==> src/core/lsc_pkg.sv <==
// package for the lcd/led scan output block: register map, fields, timing
// assumes apb register access with 32-bit data; one register per word
package lsc_pkg;
  // ---------------------------------------------------------------------
  // register indices (printed offsets are not all word aligned)
  // ---------------------------------------------------------------------
  localparam logic [11:0] IDX_OUT_CTRL   = 12'h008f;
  localparam logic [11:0] IDX_P1_EN      = 12'h0094;
  localparam logic [11:0] IDX_P2_EN      = 12'h00a3;
  localparam logic [11:0] IDX_P3_EN      = 12'h00b3;
  localparam logic [11:0] IDX_SCAN_CTRL  = 12'h0093;
  localparam logic [11:0] IDX_SCAN_STAT  = 12'h00c0;
  localparam logic [11:0] IDX_RAM_BASE   = 12'h0700;
  localparam logic [11:0] IDX_RAM_LAST   = 12'h071b;
  localparam int          NUM_SEG        = 28;
  localparam int          NUM_COM        = 8;
  // ---------------------------------------------------------------------
  // field positions and reset values
  // ---------------------------------------------------------------------
  localparam int          OC_BIAS_BIT    = 0;
  localparam int          OC_SHARE_BIT   = 1;
  localparam int          OC_RES_LSB     = 2;
  localparam logic [7:0]  OC_WR_MASK     = 8'h0f;
  localparam int          SC_ENABLE_BIT  = 7;
  localparam int          SC_TYPE_BIT    = 6;
  localparam int          SC_DUTY_LSB    = 4;
  localparam logic [7:0]  REG_RESET      = 8'h00;
  localparam logic [1:0]  DUTY_8         = 2'h0;
  localparam logic [1:0]  DUTY_6         = 2'h1;
  localparam logic [1:0]  DUTY_5         = 2'h2;
  localparam logic [1:0]  DUTY_4         = 2'h3;
  localparam logic [1:0]  RES_100K       = 2'h0;
  // ---------------------------------------------------------------------
  // timing: frame near 64 hz from the 32 khz scan tick
  // ---------------------------------------------------------------------
  localparam int          SCAN_HZ        = 32768;
  localparam int          FRAME_HZ       = 64;
  localparam int          TICKS_PER_FRAME = SCAN_HZ / FRAME_HZ;
  localparam int          SUBSLOTS       = 16;
  // drive level codes: 0..4 steps of the bias ladder
  typedef logic [2:0] lsc_lvl_t;
endpackage

==> src/core/lsc_ctick.sv <==
// common-period slot timer for the display scan
// assumes tick_in is a one-cycle pulse in pclk domain at the scan rate
module lsc_ctick #(
  parameter int TICKS_PER_SLOT = 8
) (
  // clock and reset
  input  wire logic pclk,
  input  wire logic presetn,
  input  wire logic ce,
  // control
  input  wire logic run,
  input  wire logic tick_in,
  // status
  output logic      slot_end,
  output logic      first_16th
);
  import lsc_pkg::*;
  logic [15:0] cnt_ff;
  logic [15:0] nxt_cnt;
  localparam logic [15:0] LAST = 16'(TICKS_PER_SLOT - 1);
  localparam logic [15:0] SIXT = 16'((TICKS_PER_SLOT + SUBSLOTS - 1) / SUBSLOTS);

  assign nxt_cnt  = (cnt_ff == LAST) ? 16'h0000 : cnt_ff + 16'h0001;
  assign slot_end = run && tick_in && (cnt_ff == LAST);
  // low-resistance boost window at the start of each common slot
  assign first_16th = run && (cnt_ff < SIXT);

  always_ff @(posedge pclk or negedge presetn) begin
    if (!presetn) begin
      cnt_ff <= 16'h0000;
    end else if (ce) begin
      if (!run) begin
        cnt_ff <= 16'h0000;
      end else if (tick_in) begin
        cnt_ff <= nxt_cnt;
      end
    end
  end
endmodule

==> src/core/lsc_scan.sv <==
// lcd/led segment-common scan driver with apb registers and display ram
// assumes scan_clk_in is the 32 khz source from another domain; pin muxing
// outside uses the per-pin enables and drive levels presented here
//
// Decided for this implementation: the APB interface to the registers.
module lsc_scan (
  // apb
  input  wire logic        pclk,
  input  wire logic        presetn,
  input  wire logic        ce,
  input  wire logic        psel,
  input  wire logic        penable,
  input  wire logic        pwrite,
  input  wire logic [15:0] paddr,
  input  wire logic [31:0] pwdata,
  input  wire logic [3:0]  pstrb,
  output logic      [31:0] prdata,
  output logic             pready,
  output logic             pslverr,
  // scan clock
  input  wire logic        scan_clk_in,
  // pin enables
  output logic [7:0]       port1_pin_display_en,
  output logic [7:0]       port2_pin_display_en,
  output logic [7:0]       port3_pin_display_en,
  // analog ladder controls
  output logic [1:0]       divider_resistance_eff,
  output logic             bias_third,
  output logic             led_mode,
  // drive levels
  output lsc_pkg::lsc_lvl_t com_level [lsc_pkg::NUM_COM],
  output lsc_pkg::lsc_lvl_t seg_level [lsc_pkg::NUM_SEG],
  output logic [lsc_pkg::NUM_COM-1:0] com_drive,
  output logic [lsc_pkg::NUM_SEG-1:0] seg_drive
);
  import lsc_pkg::*;

  // ---------------------------------------------------------------------
  // registers
  // ---------------------------------------------------------------------
  logic [7:0] out_ctrl_ff, p1_en_ff, p2_en_ff, p3_en_ff, scan_ctrl_ff;
  logic [7:0] ram_ff [NUM_SEG];
  logic [11:0] idx;
  logic        acc, wr, rd_ok, ram_hit;
  logic [4:0]  ram_idx;

  assign idx     = paddr[13:2];
  assign acc     = psel && penable;
  assign wr      = acc && pwrite && ce && pstrb[0];
  assign ram_hit = (idx >= IDX_RAM_BASE) && (idx <= IDX_RAM_LAST);
  assign ram_idx = 5'(idx - IDX_RAM_BASE);
  assign pready  = 1'b1;

  function automatic logic known(input logic [11:0] i);
    known = (i == IDX_OUT_CTRL) || (i == IDX_P1_EN) || (i == IDX_P2_EN) ||
            (i == IDX_P3_EN) || (i == IDX_SCAN_CTRL) || (i == IDX_SCAN_STAT) ||
            ((i >= IDX_RAM_BASE) && (i <= IDX_RAM_LAST));
  endfunction

  assign rd_ok   = known(idx) && (paddr[1:0] == 2'b00);
  assign pslverr = acc && !rd_ok;

  always_ff @(posedge pclk or negedge presetn) begin
    if (!presetn) begin
      p1_en_ff <= REG_RESET;
      p2_en_ff <= REG_RESET;
      p3_en_ff <= REG_RESET;
    end else if (wr && rd_ok) begin
      if (idx == IDX_P1_EN) p1_en_ff <= pwdata[7:0];
      if (idx == IDX_P2_EN) p2_en_ff <= pwdata[7:0];
      if (idx == IDX_P3_EN) p3_en_ff <= pwdata[7:0];
    end
  end

  always_ff @(posedge pclk or negedge presetn) begin
    if (!presetn) begin
      out_ctrl_ff  <= REG_RESET;
      scan_ctrl_ff <= REG_RESET;
    end else if (wr && rd_ok) begin
      // bits 7..4 carry no function in this block and read as zero
      if (idx == IDX_OUT_CTRL) out_ctrl_ff <= pwdata[7:0] & OC_WR_MASK;
      if (idx == IDX_SCAN_CTRL) scan_ctrl_ff <= pwdata[7:0];
    end
  end

  always_ff @(posedge pclk or negedge presetn) begin
    if (!presetn) begin
      for (int i = 0; i < NUM_SEG; i++) ram_ff[i] <= REG_RESET;
    end else if (wr && ram_hit && rd_ok) begin
      ram_ff[ram_idx] <= pwdata[7:0];
    end
  end

  // ---------------------------------------------------------------------
  // scan clock crossing and tick
  // ---------------------------------------------------------------------
  logic sclk_m_ff, sclk_s_ff, sclk_d_ff, tick;
  always_ff @(posedge pclk or negedge presetn) begin
    if (!presetn) begin
      sclk_m_ff <= 1'b0;
      sclk_s_ff <= 1'b0;
      sclk_d_ff <= 1'b0;
    end else if (ce) begin
      sclk_m_ff <= scan_clk_in;
      sclk_s_ff <= sclk_m_ff;
      sclk_d_ff <= sclk_s_ff;
    end
  end
  assign tick = ce && sclk_s_ff && !sclk_d_ff;

  // ---------------------------------------------------------------------
  // controls decoded
  // ---------------------------------------------------------------------
  logic       run, share, first_16th, slot_end;
  logic [1:0] duty;
  logic [2:0] com_first, com_ff;
  logic [4:0] seg_first;
  logic       pol_ff;

  assign run      = scan_ctrl_ff[SC_ENABLE_BIT];
  assign led_mode = scan_ctrl_ff[SC_TYPE_BIT];
  assign duty     = scan_ctrl_ff[SC_DUTY_LSB +: 2];
  assign share    = out_ctrl_ff[OC_SHARE_BIT];
  assign bias_third = out_ctrl_ff[OC_BIAS_BIT];

  always_comb begin
    unique case (duty)
      DUTY_8: begin com_first = 3'd0; seg_first = 5'd4; end
      DUTY_6: begin com_first = 3'd2; seg_first = 5'd2; end
      DUTY_5: begin com_first = 3'd3; seg_first = 5'd1; end
      DUTY_4: begin
        com_first = share ? 3'd0 : 3'd4;
        seg_first = share ? 5'd4 : 5'd0;
      end
    endcase
  end
  wire [2:0] com_last = (duty == DUTY_4 && share) ? 3'd3 : 3'd7;

  lsc_ctick #(
    .TICKS_PER_SLOT (TICKS_PER_FRAME / NUM_COM)
  ) u_tick (
    .pclk       (pclk),
    .presetn    (presetn),
    .ce         (ce),
    .run        (run),
    .tick_in    (tick),
    .slot_end   (slot_end),
    .first_16th (first_16th)
  );

  assign divider_resistance_eff = first_16th ? RES_100K
                                              : out_ctrl_ff[OC_RES_LSB +: 2];

  // ---------------------------------------------------------------------
  // common sequencer
  // ---------------------------------------------------------------------
  always_ff @(posedge pclk or negedge presetn) begin
    if (!presetn) begin
      com_ff <= 3'd0;
      pol_ff <= 1'b0;
    end else if (ce) begin
      if (!run) begin
        com_ff <= com_first;
        pol_ff <= 1'b0;
      end else if (slot_end) begin
        if (com_ff >= com_last || com_ff < com_first) begin
          com_ff <= com_first;
          pol_ff <= !pol_ff;
        end else begin
          com_ff <= com_ff + 3'd1;
        end
      end
    end
  end
  // ---------------------------------------------------------------------
  // drive level generation; lcd levels 0..4, led uses 0/4 as off/on
  // ---------------------------------------------------------------------
  function automatic lsc_lvl_t lcd_lvl(input logic is_com, input logic sel,
                                      input logic pol, input logic third);
    lsc_lvl_t top;
    top = third ? 3'd3 : 3'd4;
    if (is_com) lcd_lvl = sel ? (pol ? 3'd0 : top) : (pol ? (third ? 3'd2 : 3'd3) : 3'd1);
    else        lcd_lvl = sel ? (pol ? top : 3'd0) : (pol ? (third ? 3'd1 : 3'd2) : (third ? 3'd2 : 3'd2));
  endfunction

  genvar g;
  generate
    for (g = 0; g < NUM_COM; g++) begin : g_com
      wire is_c = (3'(g) >= com_first) && (3'(g) <= com_last);
      wire act  = (3'(g) == com_ff);
      always_ff @(posedge pclk or negedge presetn) begin
        if (!presetn) begin
          com_level[g] <= 3'd0;
        end else if (ce) begin
          com_level[g] <= !run ? 3'd0 : led_mode ? (act ? 3'd4 : 3'd0)
                         : lcd_lvl(1'b1, act, pol_ff, bias_third);
        end
      end
      assign com_drive[g] = run && is_c && ((g < 4) ? (g == 0 ? port1_pin_display_en[0]
                            : port1_pin_display_en[g]) : port1_pin_display_en[g]);
    end
    for (g = 0; g < NUM_SEG; g++) begin : g_seg
      wire on = ram_ff[g][com_ff];
      always_ff @(posedge pclk or negedge presetn) begin
        if (!presetn) begin
          seg_level[g] <= 3'd0;
        end else if (ce) begin
          seg_level[g] <= !run ? 3'd0 : led_mode ? (on ? 3'd4 : 3'd0)
                         : lcd_lvl(1'b0, on, pol_ff, bias_third);
        end
      end
      // segment g sits on port2 (0..7), port3 (8..15), else ungated
      wire pin_en = (g < 8) ? port2_pin_display_en[g % 8]
                  : (g < 16) ? port3_pin_display_en[g % 8] : 1'b1;
      assign seg_drive[g] = run && (5'(g) >= seg_first) && pin_en;
    end
  endgenerate

  // ---------------------------------------------------------------------
  // outputs and read-back
  // ---------------------------------------------------------------------
  assign port1_pin_display_en = p1_en_ff;
  assign port2_pin_display_en = p2_en_ff;
  assign port3_pin_display_en = p3_en_ff;

  always_ff @(posedge pclk or negedge presetn) begin
    if (!presetn) begin
      prdata <= 32'h0000_0000;
    end else if (ce && psel && !penable && !pwrite) begin
      prdata <= 32'h0000_0000;
      if (paddr[13:2] == IDX_OUT_CTRL)  prdata[7:0] <= out_ctrl_ff;
      if (paddr[13:2] == IDX_P1_EN)     prdata[7:0] <= p1_en_ff;
      if (paddr[13:2] == IDX_P2_EN)     prdata[7:0] <= p2_en_ff;
      if (paddr[13:2] == IDX_P3_EN)     prdata[7:0] <= p3_en_ff;
      if (paddr[13:2] == IDX_SCAN_CTRL) prdata[7:0] <= scan_ctrl_ff;
      if (paddr[13:2] == IDX_SCAN_STAT) prdata[7:0] <= {pol_ff, 4'h0, com_ff};
      if ((paddr[13:2] >= IDX_RAM_BASE) && (paddr[13:2] <= IDX_RAM_LAST))
        prdata[7:0] <= ram_ff[5'(paddr[13:2] - IDX_RAM_BASE)];
    end
  end
endmodule
==> config.mk <==
export PLATFORM = sky130hd
export DESIGN_NAME = lsc_scan
export DESIGN_NICKNAME = d
export VERILOG_FILES = /design/src/core/lsc_pkg.sv /design/src/core/lsc_ctick.sv /design/src/core/lsc_scan.sv
export SDC_FILE = /design/constraint.sdc
export NUM_CORES = 1
export LEC_CHECK = 0
export BUFFER_PORTS_ARGS = -buffer_cell sky130_fd_sc_hd__buf_4
export CAP_MARGIN = 20
export CORE_MARGIN = 3
export CORE_UTILIZATION = 53
export DETAILED_ROUTE_END_ITERATION = 16
export PLACE_DENSITY = 0.8
export SLEW_MARGIN = 30
export SYNTH_ARGS = -nofsm -noshare
export SYNTH_HDL_FRONTEND = slang
export SYNTH_SLANG_ARGS = --single-unit
==> constraint.sdc <==
create_clock -name pclk -period 3.1 [get_ports pclk]
set_clock_uncertainty 0.2 [all_clocks]
set_input_delay 0.775 -clock pclk [delete_from_list [all_inputs] [get_ports pclk]]
set_output_delay 0.775 -clock pclk [all_outputs]
set_load 0.05 [all_outputs]
-- Word-level counts from Yosys, hierarchy flattened
Index checks and enable logic that the tools add are counted.
- register bits after elaboration: 399
- input port bits: 59
- output and inout port bits: 206
- word-level logic and storage cells: 498
- add/sub/neg operators: 3
- $lt $le $gt $ge: 52
- eq/ne operators: 20
- muxes and demuxes: 235
- bitwise logic cells: 1
- reductions and logical operators: 111
- operators by type and width (operator ; number):
    $mux 3 ; 154
    $bwmux 224 ; 1
    $logic_and 1x1->1 ; 88
    $bmux 1 s3 ; 28
    $eq 12x8->1 const B ; 6
    $mux 8 ; 9
    $ge 5x5->1 const A ; 12
    $mux 16 ; 3
    $bmux 8 s5 ; 1
    $demux 8 s5 ; 1
    $ge 4x5->1 const A ; 8
    $mux 1 ; 32
    $ge 3x5->1 const A ; 4
    $pmux 5 s4 ; 1
    $add 16x1->16 const B ; 1
    $eq 16x6->1 const B ; 1
    $lt 16x3->1 const B ; 1
    $reduce_and 2->1 ; 7
    $eq 3x3->1 const A ; 4
    $ge 12x11->1 const B ; 1
    $ge 3x3->1 const A ; 4
    $le 12x11->1 const B ; 1
    $le 3x3->1 const A ; 4
    $pmux 3 s4 ; 1
    other kinds (26) ; 49

-- Longest topological paths before layout
- depth in word-level cells: 10
- mapped depth: 9
- mapped depth without buffers: 8

-- Modules after synthesis
Synthesis repeated with hierarchy kept, for this count alone.
- cell total of the unflattened synthesis: 1647
- area, all modules: 20278.2 um2
- modules (own cells, without submodules) (module ; times used ; cells each ; area an instance (um2) ; sequential area each (um2)):
    lsc_scan ; 1 ; 1542 ; 19362.3 ; 8908.5
    lsc_ctick ; 1 ; 105 ; 915.9 ; 400.4

-- Worst setup path after synthesis
OpenSTA, ideal clock, no wires.
- path type: input to output
- start: input paddr[2]
- end: output pslverr
- arrival: 2.735 ns
- required time: 2.125 ns
- path slack: -0.610 ns
- stages on the path: 8
- path buffers: 3
- path through: buf_4 > buf_2 > and3b_1 > buf_2 > a32o_1 > a21oi_1 > o21ai_0 > a21oi_1
- longest elaborated chain between the ends: 10
- elaborated cells between the ends (all ways): 18
- those cells by class: 2 x order compare; 6 x eq/ne; 10 x reduce/logical
- ends and longest elaborated chain (element ; RTL line ; RTL):
    from (decl) ; lsc_scan.sv:14 ; input wire logic [15:0] paddr,
    parallel branches: the longest is 6 deep, another holds $ge 12x11->1 ; - ;
    $logic_or 1x1->1 * ; lsc_scan.sv:56 ; (i == IDX_P3_EN) || (i == IDX_SCAN_CTRL) || (i == IDX_SCAN_STAT) ||
    $logic_and 1x1->1 * ; lsc_scan.sv:60 ; assign rd_ok = known(idx) && (paddr[1:0] == 2'b00);
    $logic_not 1->1 * ; lsc_scan.sv:61 ; assign pslverr = acc && !rd_ok;
    $logic_and 1x1->1 * ; lsc_scan.sv:61 ;
    to (decl) ; lsc_scan.sv:19 ; output logic pslverr,
Every way passes the cells marked *.

-- Worst setup path after layout
- start: register u_tick.cnt_ff[11]
- end: output divider_resistance_eff[1]
- longest elaborated chain between the ends: 3
- ends and longest elaborated chain (element ; RTL line ; RTL):
    from (decl) ; lsc_ctick.sv:18 ; logic [15:0] cnt_ff;
    from (signal assigned) ; lsc_ctick.sv:35 ; cnt_ff <= nxt_cnt;
    $lt 16x3->1 ; lsc_ctick.sv:26 ; assign first_16th = run && (cnt_ff < SIXT);
    $logic_and 1x1->1 ; lsc_ctick.sv:26 ;
    $mux 2 ; lsc_scan.sv:151 ; assign divider_resistance_eff = first_16th ? RES_100K
    to (decl) ; lsc_scan.sv:27 ; output logic [1:0] divider_resistance_eff,
Every way passes these cells.

==> impl_results.md <==
- CTS Sinks: 372
- CTS Hold Buffers Added: 0
- GRT Residual Overflow: 0
- Total number of vias: 14.8k
- Register area share after synthesis: 46.6%
- Initial Util: 54.1%
- Final GP Congestion: 0.963
- Number of synthesized flops with an enable pin: 0
- # rows: 70
- Antenna diodes: 0
- Status: finished, violations left
- Clk_lat worst skew: 0.54 ns
- Crit. End Element: output port
- Final setup margin: -0.0869 ns
- Sequential Area: 9320 um^2
- DRT antenna net count: 0
- VDD IR max: 362 uV
- Area of the multi-input gates: 9780 um^2
- Clk root buf: clkbuf_16
- Final hold vios: 0
- Crit path max fanout: 4
- Post-synthesis register bit count: 372
- Vias in the first global route: 14.7k
- CTS H-tree depth: 2
- Post-Syn Instances: 1531
- Most frequent cells in the layout: dfrtp_1 (368), buf_4 (305), mux2_2 (260), mux4_2 (100), o2bb2ai_1 (76)
- Max Slew Vio Count: 0
- Leading cell type in the layout, fill and taps excluded: dfrtp_1
- Place WS: -0.122 ns
- Peak Freq: 314 MHz
- Post-synth cell types: 78
- Initial DRC count: 1517
- Pwr Total: 11.6 mW
- Tcrit/Tclk final: 103%
- Synth-to-Final Area Change: 19.8%
- CTS Buffer Depth: 3
- CP required: 2.12 ns
- WL/cell: 25.5 um
- Syn_area_per_cell: 13.0 um^2
- I/O pins: 265
- IO buf count: 210
- Maxcap violations: 0
- Cell Area, Synth: 20000 um^2
- Failing checks: setup timing
- Layout fillers: 2584
- RSZ-0062 raised after global routing: true
- Number of antenna violations at the first check in global routing: 1
- Hold WC Path Type: input port to async pin
- Routed WL: 58200 um
- CTS Buf Count: 40
- Crit Path Class: flip-flop to output port
- Gr usage total: 29.0%
- Dominant synthesized flop cell: dfrtp_1
- Power per cell area: 486 nW/um^2
- WP data arrival: 2.21 ns
- Clk slew on worst S/H paths: 0.06 ns
- Vias/cell: 6.48
- First-pass GRT wire length: 89100 um
- Slew margin rel.: 45.4%
- Asr flop ratio synth: 100%
- Worst-Margin Slew: 0.820 ns
- Detailed-placement wirelength estimate: 40500 um
- Fin util: 64.9%
- Ratio of cells with drive above 1 in the final layout: 45.3%
- Synth Warn #: 0
- Vert. Die Dim: 200 um
- Total Die Area: 40000 um^2
- Tmin final: 3.19 ns
- Drt drc: 0
- Fin nets: 1827
- Die X: 200 um
- Total core area: 36900 um^2
- Startpoint class of the critical path: flip-flop
- Endpoints failing setup: 2
- CTS tree: yes
- Leakage dissipation: 11.1 nW
- Router iterations before antenna repair: 6
- Maximum number of pins on one net before global-route repair: 82
==> metal layers <==
layer / global-route usage, % / vias up / share of wire, %
li1: - / 6157 / -
met1: 39.2 / 7649 / 39
met2: 45.7 / 836 / 47
met3: 7.65 / 158 / 10
met4: 10.7 / 2 / 3.8
met5: 0 / - / 0.022
==> path summary, 6_finish.rpt <==
kind	startpoint	endpoint	slack, ns	cells after the start
worst max-delay path	u_tick.cnt_ff[11]$_DFFE_PN0P_	divider_resistance_eff[1]	-0.09	5
worst min-delay path	presetn	seg_level[31]$_DFFE_PN0P_	0.01	1
worst max register to register	u_tick.cnt_ff[11]$_DFFE_PN0P_	com_ff[1]$_DFFE_PN0P_	0.36	8
worst min register to register	seg_level[43]$_DFFE_PN0P_	seg_level[43]$_DFFE_PN0P_	0.29	1
max in group asynchronous	presetn	seg_level[77]$_DFFE_PN0P_	1.91	2
min in group pclk	scan_clk_in	sclk_m_ff$_DFFE_PN0P_	0.29	2
==> registers in the layout (all words and copies together) (netlist names) <==
signal	flops
pol_ff	1
com_level	24
out_ctrl_ff	4
sclk_s_ff	1
port1_pin_display_en	8
port3_pin_display_en	8
prdata	8
u_tick.cnt_ff	16
com_ff	3
port2_pin_display_en	8
sclk_m_ff	1
scan_ctrl_ff	8
sclk_d_ff	1
seg_level	57
ram_ff	224
==> cells by family after synthesis <==
| logic type | after synthesis | synth area share [%] |
|---|---|---|
| AOI/OAI and AO/OA | 215 | 8.31 |
| xor gates and xnor gates | 37 | 1.62 |
| adders and majority gates | 16 | 1.00 |
| buffers and inverters | 191 | 5.07 |
| DFF | 372 | 46.6 |
| muxes | 425 | 29.2 |
| other | 2 | 0.0376 |
| and+or+nand+nor | 273 | 8.06 |
==> synthesized netlist by cell type (6+ instances only) <==
library cell  instances  area [um^2]
a21o_1               11         82.6
nor3_1               12         60.1
inv_1                18         67.6
mux2i_1              61          611
o22ai_1               7         43.8
and3_1               13         81.3
and3b_1               6         52.6
nor2b_1              10         62.6
ha_1                 16          200
nand4_1               9         56.3
and2_1               18          113
o21ai_0              19         95.1
mux4_2              100         2250
nand3_1              25          125
dfrtp_1             372         9310
mux2_2              260         2930
buf_2                17         85.1
nand2b_1              7         43.8
nand2_2               6         37.5
o2bb2ai_1            76          666
clkbuf_1             73          274
a211oi_1              6         45.0
buf_4                73          548
a22oi_1               6         45.0
nand2_1              67          251
a21oi_1              25          125
o211ai_1             11         82.6
nor4_1                6         37.5
nor2_1               41          154
nor2_2               12         75.1
xor2_1               35          307
buf_1                 8         30.0
==> per-stage QoR <==
stage / instances / setup TNS, ns / area (um^2) / hold slack [ns]
CTS: 2281 / -0.195 / 23900 / 0.0113
finish: 2285 / -0.163 / 23900 / 0.00967
global placement: 2206 / -0.224 / 22400 / 0.269
floorplan: 1554 / -1.32 / 20100 / 0.270
detailed placement: 2206 / -0.430 / 22400 / 0.276
global route: 2285 / -0.319 / 23900 / 0.0338
==> worst max-delay path, stage by stage (launching register included) <==
cell	delay, ns
dfrtp_1	0.41
or4_4	0.56
nor4_4	0.25
nand3_2	0.15
and2_4	0.17
buf_6	0.15
==> area by class of cell <==
cell class	instances	area share, %
multi-input combinational	991	40.9
sequential	372	39.0
timing repair buffer	327	11.3
clock buffer	52	4.59
tap	504	2.64
clock inverter	19	1.30
inverter	20	0.314
==> report_power, final <==
group / switching (mW) / internal (mW)
Clock: 1.97 / 3.17
Combinational: 0.899 / 0.482
Sequential: 0.157 / 4.95
==> timing repair <==
| action | 4_1_cts | 5_1_grt |
|---|---|---|
| endpoints found under the setup margin | 12 | 5 |
| gates resized for setup | 12 | 4 |
| buffers inserted | 4 | 4 |
| pin swaps | 5 | 2 |
(Power assumes the default switching activity.)
